### config.mk
export PLATFORM = sky130hd
export DESIGN_NAME = adccs_top
export DESIGN_NICKNAME = d
export VERILOG_FILES = /design/src/logic/adccs_top.v
export VERILOG_INCLUDE_DIRS = /design/src /design/src/shared
export SDC_FILE = /design/constraint.sdc
export NUM_CORES = 1
export LEC_CHECK = 0
export BUFFER_PORTS_ARGS = -buffer_cell sky130_fd_sc_hd__clkbuf_2
export CORE_UTILIZATION = 47
export CTS_BUF_LIST = sky130_fd_sc_hd__clkbuf_4 sky130_fd_sc_hd__clkbuf_8
export DETAILED_ROUTE_END_ITERATION = 8
export PLACE_DENSITY = 0.86
export SLEW_MARGIN = 15
export SYNTH_ARGS = -nofsm -noshare
export SYNTH_HDL_FRONTEND = slang
export SYNTH_SLANG_ARGS = --single-unit
### constraint.sdc
create_clock -name aclk -period 1.4 [get_ports aclk]
set_input_delay 0.35 -clock aclk [delete_from_list [all_inputs] [get_ports aclk]]
set_output_delay 0.35 -clock aclk [all_outputs]
set_load 0.02 [all_outputs]
### src/shared/adccs_defines.vh
// register map, field positions and reset values of the channel-select converter block
`ifndef ADCCS_DEFINES_VH
`define ADCCS_DEFINES_VH

`define ADCCS_ADDR_W        6
`define ADCCS_OFF_CTRL      6'h00
`define ADCCS_OFF_STATUS    6'h04
`define ADCCS_OFF_MASK      6'h08
`define ADCCS_OFF_RESULT    6'h0c
`define ADCCS_OFF_CHAN      6'h10

`define ADCCS_CTRL_ONDEMAND 0
`define ADCCS_CTRL_SLEEP    1
`define ADCCS_CTRL_RST      2'h0

`define ADCCS_EV_DONE       0
`define ADCCS_EV_OVR        1
`define ADCCS_EV_W          2
`define ADCCS_EV_RST        2'h0

`define ADCCS_RES_W         10
`define ADCCS_HI_W          4
`define ADCCS_LO_W          6
`define ADCCS_IN_W          11
`define ADCCS_RES_OVR_BIT   10
`define ADCCS_FULL_SCALE    10'h3ff

`define ADCCS_RESP_OKAY     2'h0
`define ADCCS_RESP_SLVERR   2'h2

`endif

### src/logic/adccs_top.v
// channel-select, two-step result path and register slave of the sampling converter
`timescale 1ns/1ps
`include "adccs_defines.vh"

// Behaviour
// - strobe low routes input addressed by two select bits; strobe high keeps selection
// - sleep input high freezes all result outputs until released
// - result is a 10-bit word, bit 9 most significant, bit 0 least
// - first stage resolves upper 4 bits, second stage the lower 6 bits
// - supports on-demand single pulses and free-running pipelined conversions
// - floating strobe and select lines read low, so input 1 stays selected
module adccs_top (
    input  wire        aclk,            // system clock, 100 MHz
    input  wire        aresetn,         // synchronous reset, active low
    input  wire [5:0]  s_axi_awaddr,    // write address
    input  wire        s_axi_awvalid,   // write address valid
    output reg         s_axi_awready,   // write address ready
    input  wire [31:0] s_axi_wdata,     // write data
    input  wire [3:0]  s_axi_wstrb,     // write byte strobes
    input  wire        s_axi_wvalid,    // write data valid
    output reg         s_axi_wready,    // write data ready
    output reg  [1:0]  s_axi_bresp,     // write response
    output reg         s_axi_bvalid,    // write response valid
    input  wire        s_axi_bready,    // write response ready
    input  wire [5:0]  s_axi_araddr,    // read address
    input  wire        s_axi_arvalid,   // read address valid
    output reg         s_axi_arready,   // read address ready
    output reg  [31:0] s_axi_rdata,     // read data
    output reg  [1:0]  s_axi_rresp,     // read response
    output reg         s_axi_rvalid,    // read data valid
    input  wire        s_axi_rready,    // read data ready
    input  wire        chan_wr_n,       // channel write strobe pin, active low
    input  wire        chan_sel_hi,     // channel address bit 1 pin
    input  wire        chan_sel_lo,     // channel address bit 0 pin
    input  wire        conv_clk,        // conversion clock pin from controller
    input  wire        sleep_in,        // power-down pin, active high
    input  wire [10:0] input_ch1,       // sampled level of input 1, above 1023 is over range
    input  wire [10:0] input_ch2,       // sampled level of input 2
    input  wire [10:0] input_ch3,       // sampled level of input 3
    input  wire [10:0] input_ch4,       // sampled level of input 4
    output reg  [9:0]  result_word,     // result, bit 9 msb, bit 0 lsb
    output reg         over_range_out,  // over-range flag of the present result
    output reg         irq              // level interrupt
);

    ////////////////////////////////////////////////////////////////////////////////
    // functions

    // byte-lane merge of a write into a narrow register
    function [1:0] lane0_merge;
        input [1:0]  old_v;
        input [31:0] wdat;
        input [3:0]  strb;
        begin
            lane0_merge = strb[0] ? wdat[1:0] : old_v;
        end
    endfunction

    // clamp an input level to full scale
    function [9:0] clamp_code;
        input [10:0] lvl;
        begin
            clamp_code = lvl[10] ? `ADCCS_FULL_SCALE : lvl[9:0];
        end
    endfunction

    ////////////////////////////////////////////////////////////////////////////////
    // pin synchronisers

    reg         ctl_s1_q;                // first stage: sleep pin
    reg         ctl_s2_q;
    reg  [2:0]  sel_s1_q;                // first stage: strobe low, hi, lo
    reg  [2:0]  sel_s2_q;
    reg         cclk_s1_q;
    reg         cclk_s2_q;
    reg         cclk_s3_q;               // edge-detect history
    reg  [10:0] in_s1_q [0:3];
    reg  [10:0] in_s2_q [0:3];
    wire [10:0] in_pin  [0:3];

    assign in_pin[0] = input_ch1;
    assign in_pin[1] = input_ch2;
    assign in_pin[2] = input_ch3;
    assign in_pin[3] = input_ch4;

    // two flops on every analog-side input word
    genvar gi;
    generate
        for (gi = 0; gi < 4; gi = gi + 1) begin : g_in_sync
            always @(posedge aclk) begin
                in_s1_q[gi] <= in_pin[gi];
                in_s2_q[gi] <= in_s1_q[gi];
            end
        end
    endgenerate

    // control pins; a floating pin reads as 0 behind its pad pull-down
    always @(posedge aclk) begin
        if (!aresetn) begin
            ctl_s1_q  <= 1'b0;
            ctl_s2_q  <= 1'b0;
            sel_s1_q  <= 3'h0;
            sel_s2_q  <= 3'h0;
            cclk_s1_q <= 1'b0;
            cclk_s2_q <= 1'b0;
            cclk_s3_q <= 1'b0;
        end else begin
            ctl_s1_q  <= sleep_in;
            ctl_s2_q  <= ctl_s1_q;
            sel_s1_q  <= {~chan_wr_n, chan_sel_hi, chan_sel_lo};
            sel_s2_q  <= sel_s1_q;
            cclk_s1_q <= conv_clk;
            cclk_s2_q <= cclk_s1_q;
            cclk_s3_q <= cclk_s2_q;
        end
    end

    wire cclk_rise = cclk_s2_q & ~cclk_s3_q;
    wire cclk_fall = ~cclk_s2_q & cclk_s3_q;

    ////////////////////////////////////////////////////////////////////////////////
    // channel selection and two-step conversion

    reg  [1:0] ctrl_q;
    reg  [1:0] chan_q;
    reg  [3:0] coarse_q;                 // first-stage upper bits
    reg  [5:0] fine_q;                   // held lower bits for second stage
    reg        ovr1_q;
    reg        stg1_full_q;
    reg  [1:0] ev_set;

    wire ondemand  = ctrl_q[`ADCCS_CTRL_ONDEMAND];
    wire sleeping  = ctl_s2_q | ctrl_q[`ADCCS_CTRL_SLEEP];
    // second stage: next clock rise when pipelined, same pulse's fall when on demand
    wire stg2_fire = stg1_full_q & (ondemand ? cclk_fall : cclk_rise);
    wire [9:0] samp_code = clamp_code(in_s2_q[chan_q]);

    // selection latch: follows the address only while the strobe is low
    always @(posedge aclk) begin
        if (!aresetn) begin
            chan_q <= 2'h0;
        end else if (sel_s2_q[2]) begin
            chan_q <= sel_s2_q[1:0];
        end
    end

    // first stage on each rise, second stage into the frozen-able outputs
    always @(posedge aclk) begin
        if (!aresetn) begin
            coarse_q       <= 4'h0;
            fine_q         <= 6'h00;
            ovr1_q         <= 1'b0;
            stg1_full_q    <= 1'b0;
            result_word    <= 10'h000;
            over_range_out <= 1'b0;
            ev_set         <= 2'h0;
        end else begin
            ev_set <= 2'h0;
            if (stg2_fire && !sleeping) begin
                result_word    <= {coarse_q, fine_q};
                over_range_out <= ovr1_q;
                ev_set         <= {ovr1_q, 1'b1};
            end
            if (stg2_fire) begin
                stg1_full_q <= 1'b0;
            end
            if (cclk_rise) begin
                coarse_q    <= samp_code[9:6];
                fine_q      <= samp_code[5:0];
                ovr1_q      <= in_s2_q[chan_q][10];
                stg1_full_q <= 1'b1;
            end
        end
    end

    ////////////////////////////////////////////////////////////////////////////////
    // register slave and interrupt

    reg  [5:0]  awaddr_q;
    reg  [31:0] wdata_q;
    reg  [3:0]  wstrb_q;
    reg         aw_have_q;
    reg         w_have_q;
    reg  [1:0]  sts_q;
    reg  [1:0]  mask_q;
    reg  [1:0]  sts_d;
    reg  [1:0]  sts_clr;
    reg  [31:0] rd_word;
    reg  [1:0]  rd_resp;

    wire wr_go = aw_have_q & w_have_q & ~s_axi_bvalid;

    // write-one-to-clear with hardware set winning
    always @* begin
        sts_clr = 2'h0;
        if (wr_go && awaddr_q == `ADCCS_OFF_STATUS) begin
            sts_clr = lane0_merge(2'h0, wdata_q, wstrb_q);
        end
        sts_d = (sts_q & ~sts_clr) | ev_set;
    end

    // read decode
    always @* begin
        rd_word = 32'h0000_0000;
        rd_resp = `ADCCS_RESP_OKAY;
        case (s_axi_araddr)
            `ADCCS_OFF_CTRL:   rd_word[1:0] = ctrl_q;
            `ADCCS_OFF_STATUS: rd_word[1:0] = sts_q;
            `ADCCS_OFF_MASK:   rd_word[1:0] = mask_q;
            `ADCCS_OFF_RESULT: rd_word[10:0] = {over_range_out, result_word};
            `ADCCS_OFF_CHAN:   rd_word[1:0] = chan_q;
            default:           rd_resp = `ADCCS_RESP_SLVERR;
        endcase
    end

    // write channel: address and data taken in either order
    always @(posedge aclk) begin
        if (!aresetn) begin
            s_axi_awready <= 1'b1;
            s_axi_wready  <= 1'b1;
            s_axi_bvalid  <= 1'b0;
            s_axi_bresp   <= `ADCCS_RESP_OKAY;
            aw_have_q     <= 1'b0;
            w_have_q      <= 1'b0;
            awaddr_q      <= 6'h00;
            wdata_q       <= 32'h0000_0000;
            wstrb_q       <= 4'h0;
            ctrl_q        <= `ADCCS_CTRL_RST;
            mask_q        <= `ADCCS_EV_RST;
            sts_q         <= `ADCCS_EV_RST;
            irq           <= 1'b0;
        end else begin
            sts_q <= sts_d;
            irq   <= |(sts_d & mask_q);
            if (s_axi_awvalid && s_axi_awready) begin
                awaddr_q      <= s_axi_awaddr;
                aw_have_q     <= 1'b1;
                s_axi_awready <= 1'b0;
            end
            if (s_axi_wvalid && s_axi_wready) begin
                wdata_q      <= s_axi_wdata;
                wstrb_q      <= s_axi_wstrb;
                w_have_q     <= 1'b1;
                s_axi_wready <= 1'b0;
            end
            if (wr_go) begin
                aw_have_q    <= 1'b0;
                w_have_q     <= 1'b0;
                s_axi_bvalid <= 1'b1;
                s_axi_bresp  <= `ADCCS_RESP_OKAY;
                case (awaddr_q)
                    `ADCCS_OFF_CTRL:   ctrl_q <= lane0_merge(ctrl_q, wdata_q, wstrb_q);
                    `ADCCS_OFF_MASK:   mask_q <= lane0_merge(mask_q, wdata_q, wstrb_q);
                    `ADCCS_OFF_STATUS: ;
                    `ADCCS_OFF_RESULT: ;
                    `ADCCS_OFF_CHAN:   ;
                    default:           s_axi_bresp <= `ADCCS_RESP_SLVERR;
                endcase
            end
            if (s_axi_bvalid && s_axi_bready) begin
                s_axi_bvalid  <= 1'b0;
                s_axi_awready <= 1'b1;
                s_axi_wready  <= 1'b1;
            end
        end
    end

    // read channel: one outstanding read
    always @(posedge aclk) begin
        if (!aresetn) begin
            s_axi_arready <= 1'b1;
            s_axi_rvalid  <= 1'b0;
            s_axi_rdata   <= 32'h0000_0000;
            s_axi_rresp   <= `ADCCS_RESP_OKAY;
        end else if (s_axi_arvalid && s_axi_arready) begin
            s_axi_arready <= 1'b0;
            s_axi_rvalid  <= 1'b1;
            s_axi_rdata   <= rd_word;
            s_axi_rresp   <= rd_resp;
        end else if (s_axi_rvalid && s_axi_rready) begin
            s_axi_rvalid  <= 1'b0;
            s_axi_arready <= 1'b1;
        end
    end

endmodule // adccs_top

# After elaboration in Yosys (flattened, before gate mapping)
# Memory sizes are Yosys's and may differ from the RTL's. A register that Yosys moved wholly into a read port is not among the register bits.
# Cells that the tools add are included.
# op_classes
bitwise	15
n_mux	17
eq_ne	8
reduce_logical	20
# ops
operator	count
== test 6 x 4 -> 1 bit, second input constant	4
== test 6 x 3 -> 1 bit, second input constant	2
== test 6 x 5 -> 1 bit, second input constant	2
zero test 6 bit	2
two-way mux 2 bit	6
two-way mux 10 bit	1
case mux 2 bit (5 select lines)	1
OR reduction 5 bit	2
two-way mux 9 bit	1
two-way mux 1 bit	8
logical AND 1 bit	7
AND reduction 3 bit	2
OR reduction 2 bit	3
bitwise AND 1 bit	5
NOT 1 bit	5
bitwise AND 2 bit	2
nonzero test 2 bit	2
NOT 2 bit	1
bitwise OR 2 bit	1
AND reduction 2 bit	1
zero test 1 bit	1
bitwise OR 1 bit	1
# word_totals
word_cells	95
mem_count	2
inputBits	104
ramBits	88
regBits	76
# mem_list
memory	words	word_bits	rd	rd_clocked_by_memory_dff	write_ports	line	rtl
in_s1_q	4	11	4	0	4	adccs_top.v:77	reg [10:0] in_s1_q [0:3];
in_s2_q	4	11	1	1	4	adccs_top.v:78	reg [10:0] in_s2_q [0:3];

# Logic depth before layout (Yosys ltp)
# Gate-level depths: netlist (run 1).
# depth
depth_word	9
mapped_depth	5
ltp_nobuf	4

# Worst setup path before layout (run 1)
# Ideal clock, no wire load.
# synth_path
path_kind	register -> register
from	register s_axi_bvalid
to	register irq
setup_slack_ps	-77
t_arrival_ps	1360
t_required_ps	1283
path_stages_with_launch	5
cell_sequence	dfxtp_1 nand3b_1 nor4b_4 a21oi_2 a22o_1
# synth_between
elab_chain_cells	9
# synth_lines
item	line	rtl
from (decl)	adccs_top.v:23	output reg s_axi_bvalid,
from (signal assigned)	adccs_top.v:221	s_axi_bvalid <= 1'b0;
from (signal assigned)	adccs_top.v:249	s_axi_bvalid <= 1'b1;
from (signal assigned)	adccs_top.v:261	s_axi_bvalid <= 1'b0;
NOT 1 bit	adccs_top.v:191	wire wr_go = aw_have_q & w_have_q & ~s_axi_bvalid;
bitwise AND 1 bit	adccs_top.v:191	
logical AND 1 bit (no line)	-	
two-way mux 2 bit	adccs_top.v:196	if (wr_go && awaddr_q == `ADCCS_OFF_STATUS) begin
NOT 2 bit	adccs_top.v:199	sts_d = (sts_q & ~sts_clr) | ev_set;
bitwise AND 2 bit	adccs_top.v:199	
bitwise OR 2 bit	adccs_top.v:199	
bitwise AND 2 bit	adccs_top.v:234	irq <= |(sts_d & mask_q);
OR reduction 2 bit	adccs_top.v:234	
to (signal assigned)	adccs_top.v:234	
to (decl)	adccs_top.v:43	output reg irq
# No other way between the ends.
# A chain may end at the register's enable or synchronous reset.

# Final worst setup path (run 1)
# layout_path
from	register awaddr_q[1]
to	register irq
# layout_between
elab_chain_cells	8
# layout_lines
item	line	rtl
from (decl)	adccs_top.v:179	reg [5:0] awaddr_q;
from (signal assigned)	adccs_top.v:236	awaddr_q <= s_axi_awaddr;
== test 6 x 3 -> 1 bit	-	
logical AND 1 bit (no line)	-	
two-way mux 2 bit	adccs_top.v:196	
NOT 2 bit	adccs_top.v:199	
bitwise AND 2 bit	adccs_top.v:199	
bitwise OR 2 bit	adccs_top.v:199	
bitwise AND 2 bit	adccs_top.v:234	
OR reduction 2 bit	adccs_top.v:234	
# No other way between the ends.

==> metrics.md, run 1 <==
| Metric | Value |
|---|---|
| Status | finished, violations left |
| Failing checks | negative setup slack |
| WL final | 10,600 um |
| All-Layer GR Usage | approximately a fifth |
| Vias per inst | between 4 and 5 |
| RSZ-0062 raised after global routing | true |
| Warnings from Yosys | 0 |
| Critical Path RT | about 1700 ps |
| Max-cap viol count | 0 |
| Tmin final | approximately 1500 ps |
| Max VDD drop | 0.00116 V |
| Grt total ovfl | 0 |
| CP max FO | 4 |
| Largest net degree at the start of global routing | 19 |
| Hold path depth | 1 |
| Residual DRC | 0 |
| Post-route setup TNS | -221 ps |
| Drt first pass iters | 5 |
| Full die area | 10,900 sq um |
| Hold Path Origin | input_ch2[1] |
| Flops & latches, synth | 164 |
| FFs w/ async S/R, synth | 0% |
| # port buffers | 100 |
| CP Class | reg -> reg |
| Core ar. | 9950 sq um |
| Worst R2R End | irq$_SDFF_PN0_ |
| Post-DP HPWL | 6700 um |
| Initial antenna violation count | 0 |
| Max Clock Freq | roughly 680 MHz |
| Overall power | 8.82 mW |
| TritonCTS clock tree | built |
| Placer Congestion | 0.799 |
| FF-to-FF path depth | 5 |
| N_diodes | 0 |
| CTS Sinks | 164 |
| Die height | 104 um |
| Mapped Area | 4910 sq um |
| Hold endpoint | in_s1_q[1][1]$_DFF_P_ |
| Fin. max-slew vios | 0 |
| Critical R2R Launch | awaddr_q[1]$_SDFFE_PN0P_ |
| Post-DRT Antenna Nets | 0 |
| PwrDens | between 1000 and 1500 nW/um^2 |
| Crit. End Element | flop |
| Cell count after synthesis | 413 |
| Final hold vios | 0 |
| Area Growth Syn to Fin | 33.2% |
| Clock slew at reported path FFs | 100 ps |
| Part of the cycle the worst path needs | 105% |
| Final setup margin | -74.4 ps |
| Yosys cell types | 38 |
| Post-synth EDFFs | 0 |
| Fin Hold WS | 22.7 ps |
| Setup-failing EPs final | 10 |
| I/O pin count | 157 |
| Final #Nets | around 680 |
| Sequential fraction of the synthesis area | 66.9% |
| Num CTS Buffers | 17 |
| Vias in the first global route | 3,686 |
| Worst-Skew Late Latency | roughly 430 ps |
| Final setup skew | 16.8 ps |
| Initial DRC Count | 178 |
| Worst R2R Setup Slack | -70 ps |
| CP Launch Type | flop |
| Wire length of the first global-routing pass | 17,000 um |
| Vias | 3,518 |
| H-tree levels | 4 |
| Crit path from | awaddr_q[1]$_SDFFE_PN0P_ |
| P_leak | 2.91 nW |
| CP arrival | 1790 ps |
| Rows | 36 |
| Most common flop cell mapped by yosys | dfxtp_1 |
| Die width | 104 um |
| HP Class | in -> reg |
| Share of layout cells above drive strength 1 | roughly a third |
| Initial core utilization | 49.3% |
| Mapped Avg Cell Area | 11.9 sq um |
| Routed WL per cell | approximately 15 um |
| Root Buffer | clkbuf_8 |
| Clk buf depth | 2 |
-- metrics by stage --
step                      std cells  setup WS [ps]  area, sq um  utilization [%]
after detailed placement        644           -204         5570             56.0
after floorplan                 435          -64.2         4990                -
after global placement          644           -128         5570             56.0
after global routing            720           -168         6540             65.7
final                           720          -74.4         6540             65.7
after CTS                       715          -74.9         6430             64.6
-- cell usage after synthesis (2+ instances only) --
library cell	n	area, sq um
a22oi_1	9	67.6
clkbuf_1	13	48.8
mux4_2	11	248
buf_4	25	188
mux2_2	3	33.8
nor4_1	2	12.5
nand2b_1	3	18.8
a31oi_1	3	18.8
nand2_1	23	86.3
o21ai_0	19	95.1
nor3_1	15	75.1
buf_1	2	7.51
nand3_1	9	45.0
a21oi_1	18	90.1
mux2i_1	18	180
nor2_1	41	154
and2_1	12	75.1
inv_1	4	15.0
dfxtp_1	164	3280
-- power by group --
| group | leakage, nW | internal [mW] | total (mW) | switching [mW] |
|---|---|---|---|---|
| clock network | 0.205 | 1.40 | 3.29 | 1.90 |
| registers | 1.37 | 4.87 | 4.95 | 0.0868 |
| logic | 1.34 | 0.280 | 0.569 | 0.289 |
| total | 2.91 | 6.55 | 8.82 | 2.27 |
-- placed cells by master, fill, tap and decap left out, types with 10 or more instances in the layout --
cell,n
a21oi_1,17
and2_1,12
buf_4,18
clkbuf_2,96
clkbuf_8,19
conb_1,23
dfxtp_1,152
dlygate4sd3_1,38
mux2i_1,17
mux4_2,12
nand2_1,23
nor2_1,41
nor3_2,10
o21ai_0,19
-- cell families (layout without fill, tap and decap cells) --
| kind of cell | count (synthesis) | count (layout) | synth area share [%] |
|---|---|---|---|
| flip-flops | 164 | 164 | 66.9 |
| AND/OR/NAND/NOR | 116 | 116 | 11.7 |
| AO/OA/AOI/OAI | 55 | 55 | 6.55 |
| buffers and inverters | 45 | 196 | 5.38 |
| multiplexers | 32 | 33 | 9.41 |
| other | 1 | 23 | 0.0764 |
-- sequential cells by signal, summed over array words and instances (netlist names), 2 cells and up, named ones only --
name,count
in_s1_q,44
in_s2_q,44
s_axi_rdata,11
result_word,10
awaddr_q,6
fine_q,6
coarse_q,4
sel_s1_q,3
sel_s2_q,3
chan_q,2
ctrl_q,2
ev_set,2
mask_q,2
sts_q,2
wdata_q,2
-- layout make-up --
cell class	instances	area, sq um
Inverter	4	15.0
Clock buffer	18	248
Clock inverter	14	153
Multi-Input combinational cell	227	1530
Timing Repair Buffer	160	1120
Tap cell	133	166
Sequential cell	164	3310
Fill cell	714	3420
-- worst max path at each step --
stage,slack (ps),depth (start not counted),endpoint
finish,-70,5,irq$_SDFF_PN0_
global route,-170,5,irq$_SDFF_PN0_
CTS,-70,5,irq$_SDFF_PN0_
detailed placement,-200,4,irq$_SDFF_PN0_
global placement,-130,4,irq$_SDFF_PN0_
floorplan,-60,4,irq$_SDFF_PN0_
-- metal layers --
| layer | track usage (%) | part of all wire [%] | vias to the layer above | wire, um |
|---|---|---|---|---|
| met5 | 0 | 0 | - | 0 |
| met2 | 38.3 | 56 | 127 | 5890 |
| met1 | 22.2 | 39 | 1685 | 4130 |
| li1 | - | - | 1696 | - |
| met4 | 7.24 | 0.75 | 0 | 79 |
| met3 | 4.32 | 4.5 | 10 | 480 |
-- worst max-delay path, stage by stage (launching register included) --
cell     delay [ps]
dfxtp_2         330
or3_4           390
nor4b_4         220
buf_6           160
a21oi_2          60
a22o_1          210
-- repair_timing --
item	in CTS	in global routing
pin swaps	2	17
hold endpoints to repair	35	3
gates resized for setup	21	16
gates cloned	1	1
endpoints found under the setup margin	27	33
buffers inserted	4	1
hold buffers	35	3
Power figures use the tool's default switching activity.
==> run 2, diff against run 1 <==
==> constraint.sdc (replaced) <==
create_clock -name aclk -period 1.3 [get_ports aclk]
set_input_delay 0.325 -clock aclk [delete_from_list [all_inputs] [get_ports aclk]]
set_output_delay 0.325 -clock aclk [all_outputs]
set_load 0.02 [all_outputs]
==> run 2 against run 1 <==
  * Sequential power increased by 7.7%
  * Clock-buffer cell count shrank 1
  * The run still ends with negative setup slack left
  * Highest routed layer unchanged
  * Die area did not move
==> metrics.md, run 2 (synthesis gave the netlist of run 1 again) <==
| Metric | Value |
|---|---|
| Status | finished, violations left |
| Failing checks | negative setup slack |
| N_diodes | 0 |
| CP Class | reg -> reg |
| CP max stage cell | mux4_2 |
| Die width | between 100 and 150 um |
| Routed WL per cell | 15.8 um |
| Die height | 104 um |
| Final hold vios | 0 |
| PwrDens | 1370 nW/um^2 |
| Clock slew at reported path FFs | approximately 90 ps |
| Most frequent cells in the layout | 131 x dfxtp_1, 71 x clkbuf_2, 44 x dlygate4sd3_1 |
| Int Power | 7.27 mW |
| Largest net degree at the start of global routing | 30 |
| Area Growth Syn to Fin | 45.7% |
| Full die area | 10,900 sq um |
| FF-to-FF path depth | 4 |
| Setup-failing EPs final | 30 |
| Biggest regs | in_s1_q: 44 flops, in_s2_q: 44 flops, s_axi_rdata: 11 flops |
| Initial core utilization | 49.3% |
| Vias in the first global route | 3,882 |
| Placer Congestion | 0.759 |
| Root Buffer | clkbuf_8 |
| Num CTS Buffers | 17 |
| Fill count | 654 |
| Max-cap viol count | 0 |
| Switching Share | 26.0% |
| Power share of the combinational group | 7.6% |
| Core ar. | 9950 sq um |
| CP peak stage delay | roughly 630 ps |
| Share of layout cells above drive strength 1 | 39.8% |
| Cell chain of the critical path | mux4_2 -> clkbuf_16 -> nor3_2 -> nor2_1 |
| P_leak | 3.17 nW |
| Critical Path RT | 1630 ps |
| Initial DRC Count | 152 |
| Max Clock Freq | 661 MHz |
| CP endpoint | fine_q[2]$_SDFFE_PN0N_ |
| Final #Nets | 706 |
| Tmin final | approximately 1500 ps |
| TritonCTS clock tree | built |
| Vias | 3,619 |
| All-Layer GR Usage | 22.6% |
| Seq pwr share | 54.2% |
| H-tree levels | 4 |
| HP Class | in -> reg |
| Dpl ws | -255 ps |
| Drt first pass iters | 4 |
| Grt total ovfl | 0 |
| Residual DRC | 0 |
| Wire length of the first global-routing pass | 18,900 um |
| Rows | 36 |
| Initial antenna violation count | 0 |
| RSZ-0062 raised after global routing | true |
| Part of the cycle the worst path needs | 116% |
| Clk buf depth | 2 |
| Vias per inst | 4.84 |
| Final setup margin | -213 ps |
| Sw power | 2.56 mW |
| CP arrival | 1840 ps |
| Crit. End Element | flop |
| Post-DRT Antenna Nets | 0 |
| Post-DP HPWL | 6530 um |
| I/O pin count | 157 |
| CP max FO | 4 |
| Commonest non-fill, non-tap cell in the layout | dfxtp_1 |
| Final setup skew | 14.0 ps |
| CTS Sinks | around 160 |
| Fin. max-slew vios | 0 |
| Worst R2R Setup Slack | -210 ps |
| Worst-Skew Late Latency | 440 ps |
| Worst R2R End | fine_q[2]$_SDFFE_PN0N_ |
| Clock power share | 38.2% |
| Max VDD drop | 0.00159 V |
| WL final | about 12,000 um |
| Overall power | between 9 and 10 mW |
| CP Launch Type | flop |
| # port buffers | 100 |
run 2: cell count changes in the layout (fill, tap and decap cells not counted), sizes merged:
cell         before  now
clkinvlp          0    3
mux4             12   11
bufinv            0    1
dlygate4sd3      38   44
buf              24   65
inv              12   11
clkinv            6    4
clkbuf          116   97
run 2: layout make-up:
| class | count | area [sq um] | share of cell area (%) |
|---|---|---|---|
| timing repair buffer | 189 | 1640 | 23.0 |
| clock buffer | 17 | 234 | 3.27 |
| multi-input combinational | 226 | 1570 | 22.0 |
| inverter | 4 | 15.0 | 0.210 |
| clock inverter | 15 | 184 | 2.57 |
| tap | 133 | 166 | 2.33 |
| sequential | 164 | 3330 | 46.6 |
run 2: power by group through the flow:
stage	Sequential, mW	Combinational, mW	Clock, mW
after floorplan	5.44	0.331	0
after global placement	5.43	0.513	0
after detailed placement	5.44	0.529	0
after CTS	5.33	0.676	3.79
after global routing	5.36	0.805	4.06
final	5.33	0.745	3.75
run 2: critical path: cells and delay by family, from the launching register on:
family        cells  cell delay [ps]
buf+inv           1              210
flops             1              400
mux               1              630
simple gates      2              160
run 2: repair_timing:
action | CTS | global route
cloned | 1 | 1
resized for setup | 79 | 46
hold endpoints to repair | 44 | 0
hold buffers | 44 | 0
endpoints found under the setup margin | 58 | 55
pin swaps | 4 | 7
setup buffers | 12 | 9
run 2: through the flow:
step,util (%),area [sq um],instances,hold slack (ps),setup TNS [ps]
floorplan,-,5060,435,310,-1310
global placement,57.4,5710,650,312,-2120
detailed placement,57.4,5710,650,312,-3490
CTS,69.9,6960,739,2.29,-2890
global route,71.8,7150,748,8.04,-5810
finish,71.8,7150,748,35.7,-3890
run 2: routing by layer:
metal | GRT usage [%] | vias up | share of wire [%]
met5 | 0 | - | 0
met2 | 41.8 | 128 | 55
met3 | 7.52 | 18 | 5.8
li1 | - | 1737 | -
met4 | 7.04 | 0 | 1.5
met1 | 24.2 | 1736 | 38
run 2: worst min-delay path by stage:
| stage | startpoint | endpoint | slack [ps] | depth (start not counted) |
|---|---|---|---|---|
| 2_1_floorplan | in_s1_q[0][0]$_DFF_P_ | in_s2_q[0][0]$_DFF_P_ | 310 | 0 |
| 3_3_place_gp | in_s1_q[2][6]$_DFF_P_ | in_s2_q[2][6]$_DFF_P_ | 310 | 0 |
| 3_5_place_dp | in_s1_q[1][9]$_DFF_P_ | in_s2_q[1][9]$_DFF_P_ | 310 | 0 |
| 4_1_cts | chan_wr_n | sel_s1_q[2]$_SDFF_PN0_ | 2 | 2 |
| 5_1_grt | chan_wr_n | sel_s1_q[2]$_SDFF_PN0_ | 8 | 2 |
| 6_report | chan_wr_n | sel_s1_q[2]$_SDFF_PN0_ | 40 | 2 |
